<file path="src/adc_mask_pkg.sv">
//------------------------------------------------------------------------------
// Constants for the channel-selection mask and its conversion sequencer
//------------------------------------------------------------------------------
// Summary of operation
// Convert channel exactly when its mask bit set
// Bits 31..16 select cells 16 down to 1
// Bits 15..8 select auxiliary inputs 7..0
// Bit 7 adds logic die temperature
// Bit 6 adds analog die temperature
// Bit 5 adds core 1.8 V supply
// Host writes zero to bits 4 and 3
// Bit 2 reports reference, then ground
// Bit 1 converts stack sum twice, reports average
// Stack sum disabled means ground is measured
// Bit 0 selects pump monitor, separately enabled
// Results MSB first, highest bit first, skip unselected
// Mask written earlier in frame applies
// Mask holds value until rewritten
package adc_mask_pkg;

  //----------------------------------------------------------------------------
  // Register map: four byte addresses, lowest address holds bits 31..24
  //----------------------------------------------------------------------------
  localparam logic [7:0]  MASK_BYTE3_ADDR = 8'h03;
  localparam logic [7:0]  MASK_BYTE0_ADDR = 8'h06;
  localparam logic [31:0] MASK_RESET      = 32'h0000_0000;

  //----------------------------------------------------------------------------
  // Field positions inside the mask
  //----------------------------------------------------------------------------
  localparam logic [4:0] CELL_LSB_BIT  = 5'h10;
  localparam logic [4:0] AUX_LSB_BIT   = 5'h08;
  localparam logic [4:0] LOGIC_T_BIT   = 5'h07;
  localparam logic [4:0] ANALOG_T_BIT  = 5'h06;
  localparam logic [4:0] CORE_BIT      = 5'h05;
  localparam logic [4:0] RSVD_HI_BIT   = 5'h04;
  localparam logic [4:0] RSVD_LO_BIT   = 5'h03;
  localparam logic [4:0] REF_BIT       = 5'h02;
  localparam logic [4:0] STACK_BIT     = 5'h01;
  localparam logic [4:0] PUMP_BIT      = 5'h00;
  localparam logic [4:0] TOP_BIT       = 5'h1f;

  //----------------------------------------------------------------------------
  // Converter source codes: 0..15 cells 1..16, 16..23 aux 0..7
  //----------------------------------------------------------------------------
  localparam logic [4:0] SRC_CELL1    = 5'h00;
  localparam logic [4:0] SRC_AUX_BASE = 5'h10;
  localparam logic [4:0] SRC_LOGIC_T  = 5'h18;
  localparam logic [4:0] SRC_ANALOG_T = 5'h19;
  localparam logic [4:0] SRC_CORE     = 5'h1a;
  localparam logic [4:0] SRC_REF45    = 5'h1b;
  localparam logic [4:0] SRC_GROUND   = 5'h1c;
  localparam logic [4:0] SRC_STACK    = 5'h1d;
  localparam logic [4:0] SRC_PUMP     = 5'h1e;

  //----------------------------------------------------------------------------
  // Sequencer states
  //----------------------------------------------------------------------------
  typedef enum logic [3:0] {
    ST_IDLE = 4'h1,
    ST_SCAN = 4'h2,
    ST_CONV = 4'h4,
    ST_SEND = 4'h8
  } seq_state_t;

endpackage

</file>
<file path="src/adc_channel_select_mask.sv">
`timescale 1ns/10ps
//------------------------------------------------------------------------------
// Channel-selection mask register and the conversion sequencer it steers
//------------------------------------------------------------------------------
module adc_channel_select_mask
(
  // Clock and reset
  input  wire logic        i_clock,
  input  wire logic        i_rst,
  // Byte register port from the frame decoder
  input  wire logic        i_reg_wr,
  input  wire logic        i_reg_rd,
  input  wire logic [7:0]  i_reg_addr,
  input  wire logic [7:0]  i_reg_wdata,
  output logic [7:0]       o_reg_rdata,
  // Test configuration enables
  input  wire logic        i_stack_sum_monitor_enable,
  input  wire logic        i_negative_pump_monitor_enable,
  // Conversion command
  input  wire logic        i_cmd_start,
  output logic             o_busy,
  output logic             o_cmd_done,
  // Converter handshake
  output logic             o_conv_req,
  output logic [4:0]       o_conv_source,
  output logic             o_pump_meas_enable,
  input  wire logic        i_conv_done,
  input  wire logic [15:0] i_conv_data,
  // Result byte stream
  output logic             o_res_valid,
  output logic [7:0]       o_res_byte,
  input  wire logic        i_res_ready
);

  //----------------------------------------------------------------------------
  // Declarations
  //----------------------------------------------------------------------------
  logic [31:0]               conversion_channel_mask_r;
  logic [31:0]               run_mask_r;
  adc_mask_pkg::seq_state_t  state_r;
  logic [4:0]                idx_r;
  logic                      phase_r;
  logic [15:0]               first_r;
  logic [15:0]               word_r;
  logic                      load_r;
  logic                      ser_busy;
  logic [16:0]               stack_sum;
  logic                      is_ref;
  logic                      is_stack;
  logic                      sel_hit;

  //----------------------------------------------------------------------------
  // Helpers
  //----------------------------------------------------------------------------
  // Byte lane of the mask for a register address, MSB byte at lowest address
  function automatic logic [1:0] lane_of(input logic [7:0] addr);
    logic [7:0] rel;
    rel     = addr - adc_mask_pkg::MASK_BYTE3_ADDR;
    lane_of = 2'h3 - rel[1:0];
  endfunction

  function automatic logic in_range(input logic [7:0] addr);
    in_range = (addr >= adc_mask_pkg::MASK_BYTE3_ADDR) &&
               (addr <= adc_mask_pkg::MASK_BYTE0_ADDR);
  endfunction

  // Converter source for a mask bit; ground stands in for a disabled stack sum
  function automatic logic [4:0] source_of(input logic [4:0] bit_idx,
                                           input logic       second,
                                           input logic       stack_en);
    source_of = adc_mask_pkg::SRC_PUMP;
    if (bit_idx >= adc_mask_pkg::CELL_LSB_BIT)
      source_of = adc_mask_pkg::SRC_CELL1 + (bit_idx - adc_mask_pkg::CELL_LSB_BIT);
    else if (bit_idx >= adc_mask_pkg::AUX_LSB_BIT)
      source_of = adc_mask_pkg::SRC_AUX_BASE + (bit_idx - adc_mask_pkg::AUX_LSB_BIT);
    else
    begin
      case (bit_idx)
        adc_mask_pkg::LOGIC_T_BIT:  source_of = adc_mask_pkg::SRC_LOGIC_T;
        adc_mask_pkg::ANALOG_T_BIT: source_of = adc_mask_pkg::SRC_ANALOG_T;
        adc_mask_pkg::CORE_BIT:     source_of = adc_mask_pkg::SRC_CORE;
        adc_mask_pkg::REF_BIT:      source_of = second ? adc_mask_pkg::SRC_GROUND
                                                       : adc_mask_pkg::SRC_REF45;
        adc_mask_pkg::STACK_BIT:    source_of = stack_en ? adc_mask_pkg::SRC_STACK
                                                         : adc_mask_pkg::SRC_GROUND;
        default:                    source_of = adc_mask_pkg::SRC_PUMP;
      endcase
    end
  endfunction

  //----------------------------------------------------------------------------
  // Mask register
  //----------------------------------------------------------------------------
  // Byte writes land at once, so a write earlier in the frame is seen by a
  // command later in the same frame; the value then holds until rewritten.
  always_ff @(posedge i_clock or posedge i_rst)
  begin
    if (i_rst)
      conversion_channel_mask_r <= adc_mask_pkg::MASK_RESET;
    else if (i_reg_wr && in_range(i_reg_addr))
      conversion_channel_mask_r[lane_of(i_reg_addr)*8 +: 8] <= i_reg_wdata;
  end

  // Registered read data; addresses outside the mask read as zero
  always_ff @(posedge i_clock or posedge i_rst)
  begin
    if (i_rst)
      o_reg_rdata <= 8'h00;
    else if (i_reg_rd)
      o_reg_rdata <= in_range(i_reg_addr) ?
                     conversion_channel_mask_r[lane_of(i_reg_addr)*8 +: 8] : 8'h00;
  end

  //----------------------------------------------------------------------------
  // Decode of the bit under the scan pointer
  //----------------------------------------------------------------------------
  // Reserved bits are skipped even if the host set them against the contract
  assign sel_hit   = run_mask_r[idx_r] &&
                     (idx_r != adc_mask_pkg::RSVD_HI_BIT) &&
                     (idx_r != adc_mask_pkg::RSVD_LO_BIT);
  assign is_ref    = (idx_r == adc_mask_pkg::REF_BIT);
  assign is_stack  = (idx_r == adc_mask_pkg::STACK_BIT);
  assign stack_sum = {1'b0, first_r} + {1'b0, i_conv_data};

  //----------------------------------------------------------------------------
  // Sequencer: walks the mask from bit 31 down, one result per selected bit, two (reference, then ground) for bit 2
  //----------------------------------------------------------------------------
  always_ff @(posedge i_clock or posedge i_rst)
  begin
    if (i_rst)
    begin
      state_r    <= adc_mask_pkg::ST_IDLE;
      run_mask_r <= adc_mask_pkg::MASK_RESET;
      idx_r      <= adc_mask_pkg::TOP_BIT;
      phase_r    <= 1'b0;
      first_r    <= 16'h0000;
      word_r     <= 16'h0000;
      load_r     <= 1'b0;
      o_cmd_done <= 1'b0;
    end
    else
    begin
      load_r     <= 1'b0;
      o_cmd_done <= 1'b0;
      case (state_r)
        adc_mask_pkg::ST_IDLE:
        begin
          if (i_cmd_start)
          begin
            // Snapshot keeps a mid-command write from tearing the sequence
            run_mask_r <= conversion_channel_mask_r;
            idx_r      <= adc_mask_pkg::TOP_BIT;
            phase_r    <= 1'b0;
            state_r    <= adc_mask_pkg::ST_SCAN;
          end
        end
        adc_mask_pkg::ST_SCAN:
        begin
          if (sel_hit)
            state_r <= adc_mask_pkg::ST_CONV;
          else if (idx_r == 5'h00)
          begin
            o_cmd_done <= 1'b1;
            state_r    <= adc_mask_pkg::ST_IDLE;
          end
          else
            idx_r <= idx_r - 5'h01;
        end
        adc_mask_pkg::ST_CONV:
        begin
          if (i_conv_done)
          begin
            if (is_stack && !phase_r)
            begin
              first_r <= i_conv_data;
              phase_r <= 1'b1;
            end
            else
            begin
              word_r  <= is_stack ? stack_sum[16:1] : i_conv_data;
              load_r  <= 1'b1;
              state_r <= adc_mask_pkg::ST_SEND;
            end
          end
        end
        adc_mask_pkg::ST_SEND:
        begin
          if (!load_r && !ser_busy)
          begin
            if (is_ref && !phase_r)
            begin
              // Back through the scan so the registered source picks up ground
              phase_r <= 1'b1;
              state_r <= adc_mask_pkg::ST_SCAN;
            end
            else if (idx_r == 5'h00)
            begin
              phase_r    <= 1'b0;
              o_cmd_done <= 1'b1;
              state_r    <= adc_mask_pkg::ST_IDLE;
            end
            else
            begin
              phase_r <= 1'b0;
              idx_r   <= idx_r - 5'h01;
              state_r <= adc_mask_pkg::ST_SCAN;
            end
          end
        end
        default:
          state_r <= adc_mask_pkg::ST_IDLE;
      endcase
    end
  end

  //----------------------------------------------------------------------------
  // Converter request outputs
  //----------------------------------------------------------------------------
  assign o_busy             = (state_r != adc_mask_pkg::ST_IDLE);
  assign o_conv_req         = (state_r == adc_mask_pkg::ST_CONV);
  assign o_pump_meas_enable = o_conv_req && (idx_r == adc_mask_pkg::PUMP_BIT) &&
                              i_negative_pump_monitor_enable;

  // Source code comes from a flop; it is loaded during the scan cycle, so
  // every conversion request starts with a settled code on the bus
  always_ff @(posedge i_clock or posedge i_rst)
  begin
    if (i_rst)
      o_conv_source <= adc_mask_pkg::SRC_CELL1;
    else
      o_conv_source <= source_of(idx_r, phase_r, i_stack_sum_monitor_enable);
  end

  //----------------------------------------------------------------------------
  // Result serializer
  //----------------------------------------------------------------------------
  result_byte_serializer u_serializer
  (
    .i_clock (i_clock),
    .i_rst   (i_rst),
    .i_load  (load_r),
    .i_word  (word_r),
    .o_busy  (ser_busy),
    .o_valid (o_res_valid),
    .o_byte  (o_res_byte),
    .i_ready (i_res_ready)
  );

endmodule

</file>
<file path="src/result_byte_serializer.sv">
`timescale 1ns/10ps
//------------------------------------------------------------------------------
// Splits one 16-bit result into two bytes, most significant first
//------------------------------------------------------------------------------
module result_byte_serializer
(
  // Clock and reset
  input  wire logic        i_clock,
  input  wire logic        i_rst,
  // Word side
  input  wire logic        i_load,
  input  wire logic [15:0] i_word,
  output logic             o_busy,
  // Byte side
  output logic             o_valid,
  output logic [7:0]       o_byte,
  input  wire logic        i_ready
);

  logic [7:0] low_r;
  logic       second_r;

  // Byte stream register; a load while busy is never issued by the sequencer
  always_ff @(posedge i_clock or posedge i_rst)
  begin
    if (i_rst)
    begin
      o_valid  <= 1'b0;
      o_byte   <= 8'h00;
      low_r    <= 8'h00;
      second_r <= 1'b0;
    end
    else if (i_load && !o_valid)
    begin
      o_valid  <= 1'b1;
      o_byte   <= i_word[15:8];
      low_r    <= i_word[7:0];
      second_r <= 1'b0;
    end
    else if (o_valid && i_ready)
    begin
      o_valid  <= !second_r;
      o_byte   <= low_r;
      second_r <= 1'b1;
    end
  end

  assign o_busy = o_valid;

endmodule

</file>
<file path="config.mk">
export PLATFORM = sky130hd
export DESIGN_NAME = adc_channel_select_mask
export DESIGN_NICKNAME = d
export VERILOG_FILES = /design/src/adc_mask_pkg.sv /design/src/adc_channel_select_mask.sv /design/src/result_byte_serializer.sv
export SDC_FILE = /design/constraint.sdc
export NUM_CORES = 1
export LEC_CHECK = 0
export BUFFER_PORTS_ARGS = -buffer_cell sky130_fd_sc_hd__buf_2
export CAP_MARGIN = 10
export CORE_MARGIN = 4
export CORE_UTILIZATION = 45
export CTS_BUF_LIST = sky130_fd_sc_hd__clkbuf_8
export CTS_CLUSTER_SIZE = 40
export DETAILED_ROUTE_END_ITERATION = 6
export SETUP_SLACK_MARGIN = 0.1
export SYNTH_ARGS = -nofsm -noshare
export SYNTH_HDL_FRONTEND = slang
export SYNTH_HIERARCHICAL = 1
export SYNTH_SLANG_ARGS = --single-unit
</file>
<file path="constraint.sdc">
create_clock -name i_clock -period 4.5 [get_ports i_clock]
set_input_delay 0 -clock i_clock [delete_from_list [all_inputs] [get_ports i_clock]]
set_output_delay 0 -clock i_clock [all_outputs]
set_load 0.1 [all_outputs]
</file>
== Word level (Yosys, flattened, before mapping) ==
Index checks and enable logic that the tools add are counted.

* Register bits after elaboration: 139
* Bits of input ports: 41
* Output and inout bits: 26
* Logic and storage cells: 122

* Add/sub/neg operators: 8
* Magnitude comparators: 5
* Equality and inequality tests: 20
* Shift-type cells: 3
* Mux-type cells: 45
* Bitwise gates (word level): 1
* Reduce and logical (&&, ||, !) cells: 25

{| class="wikitable"
|+ Operators with widths
! cell !! count
|-
| $mux 5 || 7
|-
| $neg 5->34 || 1
|-
| $shift 8x34->32 const A || 1
|-
| $shiftx 8x34->32 || 1
|-
| $bwmux 32 || 1
|-
| $shiftx 32x6->8 || 1
|-
| $mux 4 || 6
|-
| $mux 8 || 3
|-
| $mux 1 || 18
|-
| $add 16x16->17 || 1
|-
| $mux 16 || 1
|-
| $pmux 4 s4 || 1
|-
| $eq 5x3->1 const B || 3
|-
| $pmux 3 s5 || 1
|-
| $pmux 5 s3 || 1
|-
| $reduce_and 5->1 || 3
|-
| $logic_and 1x1->1 || 11
|-
| $ne 2x2->1 const B || 5
|-
| $ge 8x2->1 const B || 1
|-
| $le 8x3->1 const B || 1
|-
| $lt 5x6->1 const B || 1
|-
| $reduce_and 3->1 || 2
|-
| $reduce_bool 3->1 || 2
|-
| $add 5x5->5 const A || 1
|-
| other kinds (28) || 33
|}

== Depth between registers and ports, before layout ==
* Depth in word-level cells: 6
* Depth in mapped cells: 11

== Hierarchy ==
The synthesis kept the hierarchy.

{| class="wikitable"
|+ Modules (own cells, without submodules)
! module !! instances !! cells an instance !! area an instance (µm²) !! seq. area each (µm²)
|-
| adc_channel_select_mask || 1 || 664 || 6,473.7 || 3,035.4
|-
| result_byte_serializer || 1 || 63 || 889.6 || 450.4
|}

== Least setup slack after synthesis ==
Ideal clock, no wire load.

* Kind: register -> register
* Start: register state_r[3]
* End: register first_r[0]
* Library setup time: 0.125 ns
* Arrival time: 3.671 ns
* Slack: 0.704 ns
* Cell stages (with the launch flop): 5
* Clock period less this slack: 3.796 ns
* Cells stage by stage: dfrtp_1 -> nor4b_2 -> nand3_1 -> clkbuf_1 -> mux2_2

* Cells in the longest elaborated chain, start to end: 2

{| class="wikitable"
|+ Ends and longest elaborated chain
! element !! RTL line !! text
|-
| from (decl) || adc_channel_select_mask.sv:40 || <nowiki>adc_mask_pkg::seq_state_t state_r;</nowiki>
|-
| from (signal assigned) || adc_channel_select_mask.sv:132 || <nowiki>state_r <= adc_mask_pkg::ST_IDLE;</nowiki>
|-
| from (signal assigned) || adc_channel_select_mask.sv:154 || <nowiki>state_r <= adc_mask_pkg::ST_SCAN;</nowiki>
|-
| from (signal assigned) || adc_channel_select_mask.sv:160 || <nowiki>state_r <= adc_mask_pkg::ST_CONV;</nowiki>
|-
| $eq 4x3->1 || - ||
|-
| named net o_conv_req || adc_channel_select_mask.sv:24 || <nowiki>output logic o_conv_req,</nowiki>
|-
| $reduce_and 3->1 (no source line) || - ||
|-
| to (signal assigned) || adc_channel_select_mask.sv:175 || <nowiki>first_r <= i_conv_data;</nowiki>
|-
| to (decl) || adc_channel_select_mask.sv:43 || <nowiki>logic [15:0] first_r;</nowiki>
|}

The timed path passes the listed nets, and every way through them passes these cells.
A chain may end at the register's enable or synchronous reset.

== Final worst setup path ==
* Start: register idx_r[0]
* End: register phase_r

* Cells in the longest elaborated chain, start to end: 5

{| class="wikitable"
|+ Ends and longest elaborated chain
! element !! RTL line !! text
|-
| from (decl) || adc_channel_select_mask.sv:41 || <nowiki>logic [4:0] idx_r;</nowiki>
|-
| from (signal assigned) || adc_channel_select_mask.sv:134 || <nowiki>idx_r <= adc_mask_pkg::TOP_BIT;</nowiki>
|-
| from (signal assigned) || adc_channel_select_mask.sv:152 || <nowiki>idx_r <= adc_mask_pkg::TOP_BIT;</nowiki>
|-
| from (signal assigned) || adc_channel_select_mask.sv:167 || <nowiki>idx_r <= idx_r - 5'h01;</nowiki>
|-
| $eq 5x2->1 || adc_channel_select_mask.sv:121 || <nowiki>assign is_ref = (idx_r == adc_mask_pkg::REF_BIT);</nowiki>
|-
| $logic_and 1x1->1 || adc_channel_select_mask.sv:190 || <nowiki>if (is_ref && !phase_r)</nowiki>
|-
| $mux 1 || adc_channel_select_mask.sv:190 ||
|-
| $mux 1 || adc_channel_select_mask.sv:188 || <nowiki>if (!load_r && !ser_busy)</nowiki>
|-
| $pmux 1 s3 || adc_channel_select_mask.sv:145 || <nowiki>case (state_r)</nowiki>
|-
| to (signal assigned) || adc_channel_select_mask.sv:153 || <nowiki>phase_r <= 1'b0;</nowiki>
|-
| to (signal assigned) || adc_channel_select_mask.sv:193 || <nowiki>phase_r <= 1'b1;</nowiki>
|-
| to (signal assigned) || adc_channel_select_mask.sv:198 || <nowiki>phase_r <= 1'b0;</nowiki>
|-
| to (decl) || adc_channel_select_mask.sv:42 || <nowiki>logic phase_r;</nowiki>
|}

Parallel ways exist; a longest one is shown, timed or not. The select of a mux whose other input is x is not followed.

==> metrics.md <==
| Metric | Value |
|---|---|
| Sink Count | `139` |
| Initial antenna violation count | `0` |
| Complex-gate fraction of the synthesized area | `13.0%` |
| Slowest cell on crit path | `dfstp_2` |
| CP bufs+invs | `1` |
| Most frequent CP cell | `o21ai_0` |
| Filler cells | `1,442` |
| CTS H-tree lvls | `4` |
| R2r endpoint | `phase_r` |
| Setup WS post-layout | `1.64 ns` |
| Synth top area cells | `dfrtp_1 45%, nand2_1 8.8%, ha_1 4.6%` |
| Reg2Reg Depth | `8` |
| CP top delay family | `simple AND/OR/NAND/NOR gates` |
| Met3 WL post-DR | `857 um` |
| Fin. max-slew vios | `0` |
| Hold depth | `5` |
| Worst R2R Start | `idx_r[0]` |
| CTS tree | `built` |
| Max IR drop VDD | `0.000247 V` |
| Initial Utilization | `46.2%` |
| Startpoint types | `flop` |
| CP cell instances | `ha_1, nand2_1, buf_4, nor2_1, nand3_1, a31oi_1, o21ai_0, o21ai_0` |
| Status | `finished, final reports clean` |
| Synth Warn # | `6` |
| Area growth from synthesis to layout | `16.3%` |
| CP endpoint kind | `flop` |
| 1st-pass router iterations | `4` |
| Number of distinct library cells after synthesis | `66` |
| Syn Nets | `796` |
| Leak | `4.19 nW` |
| Maximum fanout along the worst path | `30` |
| Met2 wire length | `8070 um` |
| Core Area | `15,900 um^2` |
| First-pass GRT wire length | `29,000 um` |
| R2r setup slk | `1.64 ns` |
| Critical path required time | `4.86 ns` |
| FMAX | `0.349 GHz` |
| Final setup fails | `0` |
| Post-Synth Simple-Gate Area | `16.7%` |
| Final worst-path cycle share | `63.6%` |
| Total power divided by cell area | `392 nW/um^2` |
| TritonCTS Buffers | `17` |
| Max_slew headroom | `29.6%` |
| Hold endpoint | `o_reg_rdata[4]` |
| Worst hold margin | `0.0479 ns` |
| Die Width | `136 um` |
| Setup TNS | `0 ns` |
| Initial DRC Count | `386` |
| FFs w/ async S/R, synth | `100%` |
| Routed WL per cell | `16.8 um` |
| Worst Hold Class | `input port to flop` |
| Clock root buffer master | `clkbuf_8` |
| Unrepaired setup endpoints after global routing | `false` |
| Worst path max stage delay | `0.74 ns` |
| Storage element area | `3490 um^2` |
| IO Count | `67` |
| Number of global-route vias before repair | `5,702` |
| Cells after Synth | `727` |
| M1 WL | `8230 um` |
| Drt total wl | `17,400 um` |
| Post-synthesis mux area share | `12.9%` |
| Slew @ Worst Pin | `1.06 ns` |
| Synth top area share | `45.2%` |
| Placed cell count | `976` |
| Antenna Violating Nets Remaining | `0` |
| Clock-pin slew on the worst setup and hold paths | `0.09 ns` |
| Final Cell Area | `8570 um^2` |
| Crit Path Class | `flop to flop` |
| # Post-CTS Setup Buffers | `0` |
| Non-Filler Instances | `1,041` |
| MaxCap Viol Count | `0` |
| Port buffer count | `66` |
| RePlAce Congestion | `0.858` |
| Largest family of logic cells by synthesized area | `simple AND/OR/NAND/NOR gates` |
| Largest net degree at the start of global routing | `84` |
| Finished Core Util | `53.7%` |
| Die area | `18,500 um^2` |
| Rows | `46` |
| Synth Area in XOR/XNOR | `1.55%` |
| Nets | `881` |
| Die height | `136 um` |
| Antenna Cells | `0` |
| Post-DP Area | `7830 um^2` |
| Post-synth EDFFs | `0` |
| Top Metal Used | `met4` |
| Total gr overflow | `0` |
| Post-synthesis sequential area ratio | `47.3%` |
| Total chip power | `3.36 mW` |
| DP Worst Slack | `1.67 ns` |
| Synth area leader | `dfrtp_1` |
| Maximum clock path buffer count | `2` |
| Final hold violation count | `0` |
| Via count | `5,684` |
| Clk_lat worst skew | `0.45 ns` |
| Vias per cell | `5.46` |
| DP Wirelength | `12,500 um` |
| Mean Syn Cell Area | `10.1 um^2` |
| DRC | `0` |
| Skew final | `0.0180 ns` |
| Share of layout cells above drive strength 1 | `18.8%` |
| Critical Path AT | `3.22 ns` |
| Min Tclk post-route | `2.86 ns` |
| Synthesized area | `7360 um^2` |
| Synthesized flop and latch total | `139` |
| Ys flop type | `dfrtp_1` |
| Adder-cell share of the synthesized area | `4.86%` |
| Hold Startpoint | `i_reg_addr[5]` |
| Multi-input gate area | `3610 um^2` |
| Total GRT Usage | `19.9%` |
synthesized netlist by cell type (4+ instances only):
cell	count
clkbuf_1	18
dfrtp_1	133
xnor2_1	6
buf_2	7
a21oi_1	32
o21ai_0	52
nor3_1	4
nand2_1	172
mux4_2	10
mux2_2	16
nand2b_1	11
dfstp_2	6
xor2_1	7
mux2i_1	29
buf_1	8
inv_1	24
a21o_1	9
nor2_1	19
and3_1	6
mux4_1	5
ha_1	27
a31oi_1	5
buf_4	4
nor2b_1	8
nand3_1	15
mux2_4	8
o31ai_1	28
logic make-up after synthesis:
family	after synthesis
simple gates	264
compound gates	152
flops	139
mux	68
buf+inv	63
fa+ha+maj	28
xor+xnor	13
worst register-to-register path, delay by kind of cell (launching register included):
| kind | cells | cell delay, ns |
|---|---|---|
| fa+ha+maj | 1 | 0.36 |
| buf+inv | 1 | 0.24 |
| flops | 1 | 0.74 |
| simple gates | 3 | 0.80 |
| compound gates | 3 | 0.64 |
repair_timing:
| item | in CTS | in global routing |
|---|---|---|
| hold endpoints to repair | 171 | 0 |
| hold buffers | 32 | 0 |
| gates resized for setup | 0 | 0 |
| setup endpoints to repair | 0 | 0 |
layout by cell type (no fill, tap or decap), types with 3 or more instances in the layout:
cell type        n
dlygate4sd3_1   32
mux4_1           5
dfrtp_1        133
nor2_1          18
and3_1           6
o21ai_0         52
nand3b_1         3
a21oi_1         32
mux4_2          10
a31oi_1          5
nor2b_1          8
dfstp_2          6
or2_2            3
o21a_1           3
buf_2           66
nand2b_1        11
mux2_4           8
xor2_1           7
buf_4            6
clkbuf_8        20
ha_1            27
xnor2_1          6
nand2_1        172
mux2i_1         29
a21o_1           9
inv_1           29
nor3_1           4
nand3_1         15
mux2_2          16
o31ai_1         28
cell type report:
class / instances / area share, %
Clock inverter: 12 / 1.30
Inverter: 24 / 1.08
Multi-Input combinational cell: 525 / 42.1
Sequential cell: 139 / 40.7
Timing Repair Buffer: 105 / 8.44
Tap cell: 216 / 3.15
Clock buffer: 20 / 3.21
how the worst max path moves through the flow:
stage	from	endpoint	slack (ns)	depth (start not counted)
global route	idx_r[0]	phase_r	1.30	8
CTS	idx_r[0]	phase_r	1.64	8
global placement	idx_r[0]	phase_r	1.77	8
floorplan	state_r[3]	first_r[0]	0.70	4
detailed placement	idx_r[0]	phase_r	1.67	8
finish	idx_r[0]	phase_r	1.64	8
sequential cells by signal, indices dropped and copies added, names as in the netlist:
signal / cells
run_mask_r: 32
u_serializer/second_r: 1
o_reg_rdata: 8
state_r: 4
idx_r: 5
u_serializer/o_busy: 1
conversion_channel_mask_r: 32
phase_r: 1
u_serializer/low_r: 8
word_r: 16
u_serializer/o_byte: 8
o_conv_source: 5
load_r: 1
first_r: 16
o_cmd_done: 1
where the power goes:
| group | leakage [nW] | switching [mW] | internal (mW) |
|---|---|---|---|
| clock network | 0.212 | 0.467 | 0.524 |
| logic | 2.09 | 0.618 | 0.278 |
| registers | 1.89 | 0.104 | 1.37 |
| total | 4.19 | 1.19 | 2.17 |
layer usage:
metal / GRT usage [%] / vias up
li1: - / 2722
met1: 27.9 / 2786
met2: 31.0 / 149
met3: 4.22 / 27
met4: 6.33 / 0
met5: 0 / -
(Power assumes the default switching activity.)
